$ cat src/cepc_pkg.sv
// package of constants for the core event priority controller
`default_nettype none
package cepc_pkg;
    localparam int unsigned CEPC_NUM_LEVELS = 16;
    localparam int unsigned CEPC_LVL_W = 4;
    localparam logic [3:0] CEPC_LVL_DEBUG = 4'h0;
    localparam logic [3:0] CEPC_LVL_RESET = 4'h1;
    localparam logic [3:0] CEPC_LVL_NMI = 4'h2;
    localparam logic [3:0] CEPC_LVL_EXCEPT = 4'h3;
    localparam logic [3:0] CEPC_LVL_GLOBAL = 4'h4;
    localparam logic [3:0] CEPC_LVL_HWERR = 4'h5;
    localparam logic [3:0] CEPC_LVL_TIMER = 4'h6;
    localparam logic [3:0] CEPC_LVL_GEN_FIRST = 4'h7;
    localparam logic [3:0] CEPC_LVL_PERIPH_LAST = 4'hD;
    localparam logic [3:0] CEPC_LVL_GEN_LAST = 4'hF;
    localparam int unsigned CEPC_NUM_PERIPH_LVLS = 7;
    localparam int unsigned CEPC_NUM_SRC = 16;
    localparam int unsigned CEPC_ADDR_W = 32;
    localparam logic [15:0] CEPC_ENABLE_RESET = 16'h0000;
    localparam logic [31:0] CEPC_RETA_RESET = 32'h0000_0000;
    // first event classes, always taken regardless of the global enable
    localparam logic [15:0] CEPC_NONMASKABLE = 16'h000F;
    typedef enum logic [1:0] {
        CEPC_ST_IDLE = 2'b00,
        CEPC_ST_TAKE = 2'b01
    } cepc_state_t;
endpackage
`default_nettype wire

$ cat src/cepc_core_event_priority_controller.sv
// core event stage plus system interrupt router for one core
`default_nettype none
// operation in brief:
// - every raise is latched into a sticky pending bit, one per class
// - the class index is also its priority, 0 highest and 15 lowest
// - classes 0..3 ignore the global enable, 5..15 need both enables
// - class 4 stands for the global enable itself and is never raised
// - peripheral sources land on levels 7..13 through a writable map
// - levels 14 and 15 are left to software raises on soft_irq_i
// - an offer waits on take_o until the sequencer accepts it
// - acceptance sets the active bit and stores pc_i as return address
// - a return clears the highest active bit and shows its address
// limitations:
// - a class that outranks the standing offer waits until it is accepted
// - returns are refused while an offer stands, so the handshake stays atomic
// - the map only holds levels 7..13; writes naming other levels are dropped
// - one return address per class, so a class cannot nest over itself
// timing:
// - raise sampled at edge n shows on pending_o after n
// - the offer rises after edge n+1 at the earliest
// - accept sampled at edge m drops take_o and sets active_o after m
// - return sampled at edge r updates active_o and return_addr_o after r
// trade-off:
// - the offer is registered, costing a cycle, so every output is a flop
module cepc_core_event_priority_controller
    import cepc_pkg::*;
#(
    parameter int unsigned NUM_SRC = CEPC_NUM_SRC,
    parameter int unsigned ADDR_W = CEPC_ADDR_W
) (
    input wire logic core_clk_i,
    input wire logic reset_i,
    input wire logic debug_halt_event_i,
    input wire logic reset_event_i,
    input wire logic nmi_event_i,
    input wire logic exception_event_i,
    input wire logic hardware_error_event_i,
    input wire logic core_timer_event_i,
    input wire logic [NUM_SRC-1:0] periph_irq_i,
    input wire logic [15:0] soft_irq_i,
    input wire logic global_enable_i,
    input wire logic [15:0] level_enable_i,
    input wire logic map_wr_i,
    input wire logic [$clog2(NUM_SRC)-1:0] map_src_i,
    input wire logic [3:0] map_level_i,
    input wire logic [ADDR_W-1:0] pc_i,
    input wire logic accept_i,
    input wire logic return_i,
    output logic take_o,
    output logic [3:0] take_level_o,
    output logic [15:0] active_o,
    output logic [15:0] pending_o,
    output logic [ADDR_W-1:0] return_addr_o
);
    // source to level map, one entry per peripheral source
    logic [3:0] map_ff [NUM_SRC];
    logic [3:0] nxt_map [NUM_SRC];
    // sticky pending bits and the nesting mask of active classes
    logic [15:0] pend_ff;
    logic [15:0] nxt_pend;
    logic [15:0] act_ff;
    logic [15:0] nxt_act;
    // one return address per class
    logic [ADDR_W-1:0] reta_ff [CEPC_NUM_LEVELS];
    logic [ADDR_W-1:0] nxt_reta [CEPC_NUM_LEVELS];
    // offer handshake towards the sequencer
    logic take_ff;
    logic nxt_take;
    logic [3:0] lvl_ff;
    logic [3:0] nxt_lvl;
    // address shown after the last return
    logic [ADDR_W-1:0] rout_ff;
    logic [ADDR_W-1:0] nxt_rout;
    cepc_state_t st_ff;
    cepc_state_t nxt_st;
    // combinational helpers
    logic [15:0] raw;
    logic [15:0] eligible;
    logic [3:0] win;
    logic [3:0] act_top;
    logic win_v;
    logic act_v;

    // default map spreads sources over levels 7..13 in turn
    function automatic logic [3:0] default_map(input int unsigned s);
        default_map = CEPC_LVL_GEN_FIRST + 4'(s % CEPC_NUM_PERIPH_LVLS);
    endfunction

    // lowest set index wins, since index 0 is the highest priority
    function automatic logic [4:0] first_set(input logic [15:0] v);
        first_set = 5'h00;
        for (int i = CEPC_NUM_LEVELS - 1; i >= 0; i--) begin
            if (v[i]) begin
                first_set = {1'b1, 4'(i)};
            end
        end
    endfunction

    // routing: each source lands on its mapped general level
    // several sources on one level simply merge into one raise
    always_comb begin
        raw = 16'h0000;
        raw[CEPC_LVL_DEBUG] = debug_halt_event_i;
        raw[CEPC_LVL_RESET] = reset_event_i;
        raw[CEPC_LVL_NMI] = nmi_event_i;
        raw[CEPC_LVL_EXCEPT] = exception_event_i;
        raw[CEPC_LVL_HWERR] = hardware_error_event_i;
        raw[CEPC_LVL_TIMER] = core_timer_event_i;
        for (int i = CEPC_LVL_GEN_FIRST; i <= CEPC_LVL_GEN_LAST; i++) begin
            raw[i] = soft_irq_i[i];
        end
        for (int s = 0; s < NUM_SRC; s++) begin
            if (periph_irq_i[s]) begin
                raw[map_ff[s]] = 1'b1;
            end
        end
    end

    // mapping table writes; levels outside 7..13 are refused
    always_comb begin
        for (int s = 0; s < NUM_SRC; s++) begin
            nxt_map[s] = map_ff[s];
        end
        if (map_wr_i && map_level_i >= CEPC_LVL_GEN_FIRST
                && map_level_i <= CEPC_LVL_PERIPH_LAST) begin
            nxt_map[map_src_i] = map_level_i;
        end
    end

    // map register; reset restores the default spread
    always_ff @(posedge core_clk_i) begin
        for (int s = 0; s < NUM_SRC; s++) begin
            map_ff[s] <= reset_i ? default_map(s) : nxt_map[s];
        end
    end

    // eligibility: nonmaskable classes bypass the global enable
    always_comb begin
        eligible = pend_ff & CEPC_NONMASKABLE;
        if (global_enable_i) begin
            eligible = eligible | (pend_ff & level_enable_i & ~CEPC_NONMASKABLE);
        end
        // class 4 only names the global enable and is never offered
        eligible[CEPC_LVL_GLOBAL] = 1'b0;
        {win_v, win} = first_set(eligible);
        {act_v, act_top} = first_set(act_ff);
    end

    // pending, nesting and return address state
    // a raise is or-ed in every cycle, so pending never misses a pulse
    // the clear on acceptance touches only the offered class
    always_comb begin
        nxt_pend = pend_ff | raw;
        nxt_act = act_ff;
        nxt_st = st_ff;
        nxt_take = 1'b0;
        nxt_lvl = lvl_ff;
        nxt_rout = rout_ff;
        for (int i = 0; i < CEPC_NUM_LEVELS; i++) begin
            nxt_reta[i] = reta_ff[i];
        end
        // idle: serve a return first, else offer the best eligible class
        case (st_ff)
            CEPC_ST_IDLE: begin
                // only a strictly higher class may nest over the running one
                if (return_i && act_v) begin
                    nxt_act[act_top] = 1'b0;
                    nxt_rout = reta_ff[act_top];
                end else if (win_v && (!act_v || win < act_top)) begin
                    nxt_take = 1'b1;
                    nxt_lvl = win;
                    nxt_st = CEPC_ST_TAKE;
                end
            end
            // offer: hold class and level steady until the core accepts
            CEPC_ST_TAKE: begin
                nxt_take = 1'b1;
                if (accept_i) begin
                    // new raise in the same cycle survives the clear
                    nxt_pend[lvl_ff] = raw[lvl_ff];
                    nxt_act[lvl_ff] = 1'b1;
                    nxt_reta[lvl_ff] = pc_i;
                    nxt_take = 1'b0;
                    nxt_st = CEPC_ST_IDLE;
                end
            end
            // unused codes fall back to idle
            default: nxt_st = CEPC_ST_IDLE;
        endcase
    end

    // handshake and nesting registers, synchronous reset to idle
    // pending is cleared too, so raises seen during reset are dropped
    always_ff @(posedge core_clk_i) begin
        if (reset_i) begin
            pend_ff <= CEPC_ENABLE_RESET;
            act_ff <= CEPC_ENABLE_RESET;
            st_ff <= CEPC_ST_IDLE;
            take_ff <= 1'b0;
            lvl_ff <= CEPC_LVL_DEBUG;
            rout_ff <= CEPC_RETA_RESET[ADDR_W-1:0];
        end else begin
            pend_ff <= nxt_pend;
            act_ff <= nxt_act;
            st_ff <= nxt_st;
            take_ff <= nxt_take;
            lvl_ff <= nxt_lvl;
            rout_ff <= nxt_rout;
        end
        // return addresses start cleared; a stray return with no active class leaves return_addr_o unchanged
        for (int i = 0; i < CEPC_NUM_LEVELS; i++) begin
            reta_ff[i] <= reset_i ? CEPC_RETA_RESET[ADDR_W-1:0] : nxt_reta[i];
        end
    end

    // every output comes straight from a register
    assign take_o = take_ff;
    assign take_level_o = lvl_ff;
    assign active_o = act_ff;
    assign pending_o = pend_ff;
    assign return_addr_o = rout_ff;
endmodule
`default_nettype wire

$ cat config.mk
export PLATFORM = sky130hd
export DESIGN_NAME = cepc_core_event_priority_controller
export DESIGN_NICKNAME = d
export VERILOG_FILES = /design/src/cepc_pkg.sv /design/src/cepc_core_event_priority_controller.sv
export SDC_FILE = /design/constraint.sdc
export NUM_CORES = 2
export LEC_CHECK = 0
export BUFFER_PORTS_ARGS = -buffer_cell sky130_fd_sc_hd__buf_2
export CAP_MARGIN = 20
export CORE_ASPECT_RATIO = 1.25
export CORE_MARGIN = 4
export CORE_UTILIZATION = 55
export DETAILED_ROUTE_END_ITERATION = 6
export PLACE_DENSITY = 0.77
export SETUP_SLACK_MARGIN = 0.5
export SLEW_MARGIN = 15
export SYNTH_ARGS = -nofsm -noshare
export SYNTH_HDL_FRONTEND = slang
export SYNTH_SLANG_ARGS = --single-unit
export TNS_END_PERCENT = 20
$ cat constraint.sdc
create_clock -name core_clk_i -period 2.7 [get_ports core_clk_i]
set_clock_uncertainty 0.1 [all_clocks]
set_input_delay 0.135 -clock core_clk_i [delete_from_list [all_inputs] [get_ports core_clk_i]]
set_output_delay 0.135 -clock core_clk_i [all_outputs]
set_load 0.05 [all_outputs]
======== Word level (Yosys, flattened, before mapping) ========
Memories as Yosys holds them, arrays and structs flattened. A register that Yosys moved wholly into a read port is not among the register bits.
Index checks and enable logic that the tools add are counted.
word-level totals
  RAM bits ................................ 576
  register bits ........................... 39
  word-level logic and storage cells ...... 253
  output and inout bits ................... 69
  memories ................................ 2
  input port bits ......................... 100
memory list
  name     depth  bits a word  rd ports  clocked after memory_dff  write ports  line                                       text
  reta_ff  16     32           17        1                         16           cepc_core_event_priority_controller.sv:64  logic [ADDR_W-1:0] reta_ff [CEPC_NUM_LEVELS];
  map_ff   16     4            16        0                         16           cepc_core_event_priority_controller.sv:56  logic [3:0] map_ff [NUM_SRC];
operators by class
  reduce and logical (&&, ||, !) cells .... 32
  magnitude comparators ................... 43
  bitwise gates (word level) .............. 25
  equal/unequal tests ..................... 5
  mux-type cells .......................... 141
operators with widths
  operator                                             count
  two-way mux 512 bit                                  2
  two-way mux 32 bit                                   17
  bitwise mux 512 bit                                  1
  two-way mux 16 bit                                   21
  OR 16 bit                                            18
  two-way mux 5 bit                                    31
  demux 32 bit (select 4 bit)                          1
  < comparator 4 x 5 -> 1 bit, second input constant   18
  demux 1 bit (select 4 bit)                           18
  >= comparator 4 x 1 -> 1 bit, second input constant  18
  two-way mux 4 bit                                    17
  bitwise mux 64 bit                                   1
  two-way mux 64 bit                                   1
  bitwise AND 16 bit                                   2
  one-hot mux 16 bit (2 select lines)                  1
  logical AND 1 bit                                    24
  two-way mux 1 bit                                    22
  bitwise mux 16 bit                                   1
  demux 4 bit (select 4 bit)                           1
  inverter 16 bit                                      1
  OR 4 x 16 -> 16 bit                                  1
  >= comparator 5 bit, second input constant           2
  < comparator 5 x 1 -> 1 bit, second input constant   2
  inverter 4 -> 5 bit                                  2
  other kinds (16)                                     23

======== Depth between registers and ports, before layout ========
An unclocked memory read counts as a cell.
  depth in word-level cells ............... 42
  mapped depth ............................ 11
  gate-level depth less buffers ........... 11

======== Worst setup path after synthesis ========
Ideal clock, no wire load.
  kind .................................... reg2reg
  from .................................... reg act_ff[2] (netlist: active_o[2])
  to ...................................... reg lvl_ff[0] (netlist: take_level_o[0])
  buffers on the path ..................... 1
  arrival ................................. 2905 ps
  required time ........................... 2509 ps
  cell stages (with the launch flop) ...... 11
  path slack .............................. -396 ps
  path through ............................ dfxtp_1 -> nor2_1 -> nor3_1 -> a21oi_1 -> clkbuf_1 -> ha_1 -> a21o_1 -> a211o_1 -> a221oi_2 -> a21oi_1 -> a311oi_1
between the ends
  cells in the longest elaborated chain, start to end .. 7
ends and longest elaborated chain
  what                                                     line                                        text
  start: declaration                                       cepc_core_event_priority_controller.sv:61   logic [15:0] act_ff;
  start signal: assignment                                 cepc_core_event_priority_controller.sv:204  act_ff <= nxt_act;
  two-way mux 5 bit * (3 in series)                        cepc_core_event_priority_controller.sv:93   if (v[i]) begin
  < comparator 4 bit or logical NOT 1 bit (tied branches)  cepc_core_event_priority_controller.sv:169  end else if (win_v && (!act_v || win < act_top)) begin
  logical OR 1 bit                                         cepc_core_event_priority_controller.sv:169
  logical AND 1 bit                                        cepc_core_event_priority_controller.sv:169
  AND reduction 3 bit (no source line) *                   -
  end signal: assignment                                   cepc_core_event_priority_controller.sv:207  lvl_ff <= nxt_lvl;
  end: declaration                                         cepc_core_event_priority_controller.sv:69   logic [3:0] lvl_ff;
Every way passes the cells marked *; elsewhere a longest branch is shown, timed or not.
A chain may end at the register's enable or synchronous reset.

======== Worst setup path after layout ========
  from .................................... reg act_ff[15] (netlist: active_o[15])
  to ...................................... reg lvl_ff[0] (netlist: take_level_o[0])
between the ends
  cells in the longest elaborated chain, start to end .. 20
ends and longest elaborated chain
  what                                                     line
  two-way mux 5 bit * (16 in series)                       cepc_core_event_priority_controller.sv:93
  < comparator 4 bit or logical NOT 1 bit (tied branches)  cepc_core_event_priority_controller.sv:169
  logical OR 1 bit                                         cepc_core_event_priority_controller.sv:169
  logical AND 1 bit                                        cepc_core_event_priority_controller.sv:169
  AND reduction 3 bit (no source line) *                   -
Marks and branches as above.

==> summary.md <==
| Metric | Value |
|---|---|
| Compound-Gate Fraction of Synth Area | `20.8%` |
| Most used routing layer | `met2` |
| CP delay by family, top | `compound AO/OA/AOI/OAI gates` |
| Worst R2R Start | `active_o[15]` |
| Sink Count | `646` |
| Relative slew slack | `25.7%` |
| # Max-Cap Violations | `0` |
| Worst Hold End | `pending_o[11]` |
| DIE AREA | `around 57000 µm²` |
| Global-route wire length before repair | `174 mm` |
| Post-synthesis register bit count | `646` |
| CTS tree | `yes` |
| DR vias | `30600` |
| H-tree depth | `2` |
| DRT Pass-1 Iters | `6` |
| Final ANT Viol Nets | `0` |
| Grt met2 use | `64.2%` |
| Delay of the slowest cell on the worst path | `530 ps` |
| Hold depth | `5` |
| Critical Path Sink Type | `flop` |
| Area leader, netlist | `dfxtp_1` |
| Crit path buffers/inverters | `0` |
| Synth unique cells | `75` |
| Post-synth EDFFs | `0` |
| Vias per inst | `6.49` |
| P&R area growth vs syn | `22.8%` |
| Mean Syn Cell Area | `approximately 7.6 µm²` |
| Post-Syn Area | `29000 µm²` |
| Number of global-route vias before repair | `29200` |
| DRC violations left | `0` |
| Violated checks | `negative setup slack` |
| # nets final | `just over 4000` |
| Crit start category | `flop` |
| PwrDens | `608 nW/µm²` |
| Initial antenna violation count | `6` |
| Switching power | `6.02 mW` |
| Pins over their slew limit | `0` |
| Setup slack at placement | `-201 ps` |
| Combinational share of power | `13.5%` |
| Total grt overflow | `0` |
| Clk network pwr share | `40.8%` |
| Top_reg_cell synth | `dfxtp_1` |
| Power Internal | `approximately 16 mW` |
| Final Hold Fails | `0` |
| Largest net degree at the start of global routing | `~170` |
| Seq pwr share | `approximately 46%` |
| Worst hold path class | `in -> reg` |
| Largest family of logic cells by synthesized area | `simple AND/OR/NAND/NOR gates` |
| Period Utilization, post-route | `102%` |
| CP Cell Sequence | `or4_4 > nand2_1 > a21o_1 > ha_4 > a21o_1 > a211o_1 > a221oi_4 > a21oi_1 > a311oi_1` |
| Worst-Margin Slew | `1110 ps` |
| Post-synthesis simple-gate area fraction | `a little under a quarter` |
| Worst Path Required | `~3100 ps` |
| Yosys top cell area share | `between 40% and 50%` |
| Dominant cell by count in the synthesized netlist | `nand2_1` |
| Mux cell area share after synthesis | `6.36%` |
| Met3 usage | `under 10%` |
| Synth top area cells | `dfxtp_1 45%, nand2_1 16%, a21oi_1 9.6%` |
| Core area | `between 50000 and 60000 µm²` |
| Total GRT Usage | `39.9%` |
| Max FO, Critical Path | `5` |
| Fin crit period | `2770 ps` |
| Post-Syn Instances | `3810` |
| Sw Ratio | `between 20% and 30%` |
| Total wire length | `121 mm` |
| Max Fclk | `361 MHz` |
| I/O pin total | `169` |
| Worst path most repeated cell | `a21o_1` |
| RSZ-0062 raised after global routing | `yes` |
| Yosys warns | `0` |
| Syn nets | `between 3000 and 4000` |
| Status | `finished with violations` |
| Die X | `between 200 and 250 µm` |
| Synth cell count leaders | `1243 x nand2_1, 646 x dfxtp_1, 557 x a21oi_1` |
| TNS Setup | `-66.9 ps` |
| Final core occ | `68.7%` |
| Ys async rst share | `0%` |
| Initial DRC count | `4486` |
| RR Endpoint | `take_level_o[0]` |
| Post-Synth Adder-Cell Area | `less than 1%` |
| CTS Buffer Depth | `3` |
| CP arrival | `3200 ps` |
| Avg WL per Cell | `25.8 µm` |
| Final setup viols | `1` |
| R2r setup slk | `-70 ps` |
| Share of layout cells above drive strength 1 | `roughly 18%` |
| Worst setup margin | `-66.9 ps` |
| Total power | `21.7 mW` |
| Clk root buf | `clkbuf_16` |
| Die Y | `between 200 and 300 µm` |
| Initial Util | `between 50% and 60%` |
| Clk_lat worst skew | `680 ps` |
| Hold Path Origin | `periph_irq_i[1]` |
| GPL Wtd Cong | `1.12` |
| Reg2reg path depth | `9` |
| Met1 GRT Util | `45.3%` |
| Buffers on Ports | `156` |
| VDD IR max | `0.632 mV` |
| Xor and xnor area share after synthesis | `0%` |
| Num CTS Buffers | `60` |
| Clk slew on worst S/H paths | `70 ps` |
| Crit Path Class | `reg -> reg` |
| Static Leakage | `12.7 nW` |
| Placed cells | `4493` |
| Slowest CP cell | `or4_4` |
| Hpwl dp | `74.1 mm` |
| Sequential area share after synthesis | `44.6%` |
| Fillers | `roughly 4100` |
| Fin cells | `between 4000 and 5000` |
| Site Rows | `93` |
stage by stage:
step                hold WS [ps]  area (µm²)
global placement             338       31600
global route                57.1       35600
floorplan                    196       29200
finish                      39.9       35600
detailed placement           345       31600
CTS                        -15.0       34600
cell usage in the layout, fill, tap and decap left out, types with 12 or more instances in the layout:
cell / instances
mux2i_1: 137
nor2_1: 99
buf_12: 46
dfxtp_1: 618
nand2_2: 12
nand3b_1: 23
mux2_2: 24
a31oi_1: 49
mux2i_2: 14
nand2b_1: 34
a21oi_1: 554
a211oi_1: 16
buf_6: 20
dlygate4sd3_1: 57
a221oi_1: 13
clkbuf_16: 67
buf_2: 154
a221oi_2: 21
nand3_1: 59
dfxtp_2: 21
a221o_1: 30
nor2_4: 18
a32oi_1: 15
a211oi_2: 20
nor4_1: 16
o22ai_1: 77
nor2b_1: 21
nand2_1: 1228
o22ai_2: 12
clkbuf_8: 14
inv_1: 15
o21ai_0: 88
nor3_1: 37
buf_4: 160
a22oi_1: 16
clkinv_2: 15
repair_timing:
action	4_1_cts	5_1_grt
endpoints found under the hold margin	594	0
setup endpoints to repair	48	228
buffers inserted	19	17
pin swaps	18	60
gates resized for setup	23	143
hold buffers	57	0
gates cloned	5	8
power groups by stage:
stage / clock network (mW) / logic, mW / registers, mW
2_1_floorplan: 0 / 1.15 / 10.4
3_3_place_gp: 0 / 2.43 / 10.1
3_5_place_dp: 0 / 2.45 / 10.1
4_1_cts: 8.82 / 2.58 / 9.90
5_1_grt: 9.22 / 3.01 / 9.93
6_report: 8.84 / 2.92 / 9.91
logic make-up (layout without fill, tap and decap cells):
logic type,Yosys count,count (layout)
AND/OR/NAND/NOR,1627,1627
AO/OA/AOI/OAI,1005,1005
flip-flops,646,646
buffers and inverters,348,581
multiplexers,181,181
adder cells (fa/ha/maj),3,3
other,0,5
worst register-to-register path, stage by stage, from the launching register on:
cell,delay [ps]
dfxtp_4,350
or4_4,530
nand2_1,80
a21o_1,140
ha_4,200
a21o_1,150
a211o_1,320
a221oi_4,340
a21oi_1,150
a311oi_1,300
area by class of cell:
class | count | area [µm²] | area share, %
multi-input combinational | 2816 | 15600 | 43.7
sequential | 646 | 13000 | 36.4
timing repair buffer | 456 | 4120 | 11.6
clock buffer | 83 | 1730 | 4.85
tap | 665 | 832 | 2.33
clock inverter | 26 | 308 | 0.864
inverter | 16 | 60.1 | 0.169
antenna | 5 | 12.5 | 0.0351
registers in the layout, indices dropped and copies added, names as in the netlist:
name	flops
pending_o	16
reta_ff	512
take_o	1
active_o	16
map_ff	64
return_addr_o	32
take_level_o	4
st_ff	1
layer usage:
layer / wire (µm) / vias to the layer above / part of all wire (%)
met2: 55500 / 2019 / 46
met4: 11500 / 4 / 9.5
met5: 27 / - / 0.022
met3: 13200 / 718 / 11
met1: 41100 / 14300 / 34
li1: - / 13500 / -
worst max-delay path by stage:
| stage | from | endpoint | slack [ps] | depth (start not counted) |
|---|---|---|---|---|
| after detailed placement | active_o[15] | return_addr_o[5] | -200 | 8 |
| after global placement | active_o[15] | return_addr_o[19] | -110 | 8 |
| after CTS | active_o[3] | take_level_o[2] | 30 | 9 |
| after global routing | active_o[15] | take_level_o[0] | -140 | 9 |
| final | active_o[15] | take_level_o[0] | -70 | 9 |
| after floorplan | active_o[11] | take_level_o[2] | 60 | 9 |
(Power assumes the default switching activity.)
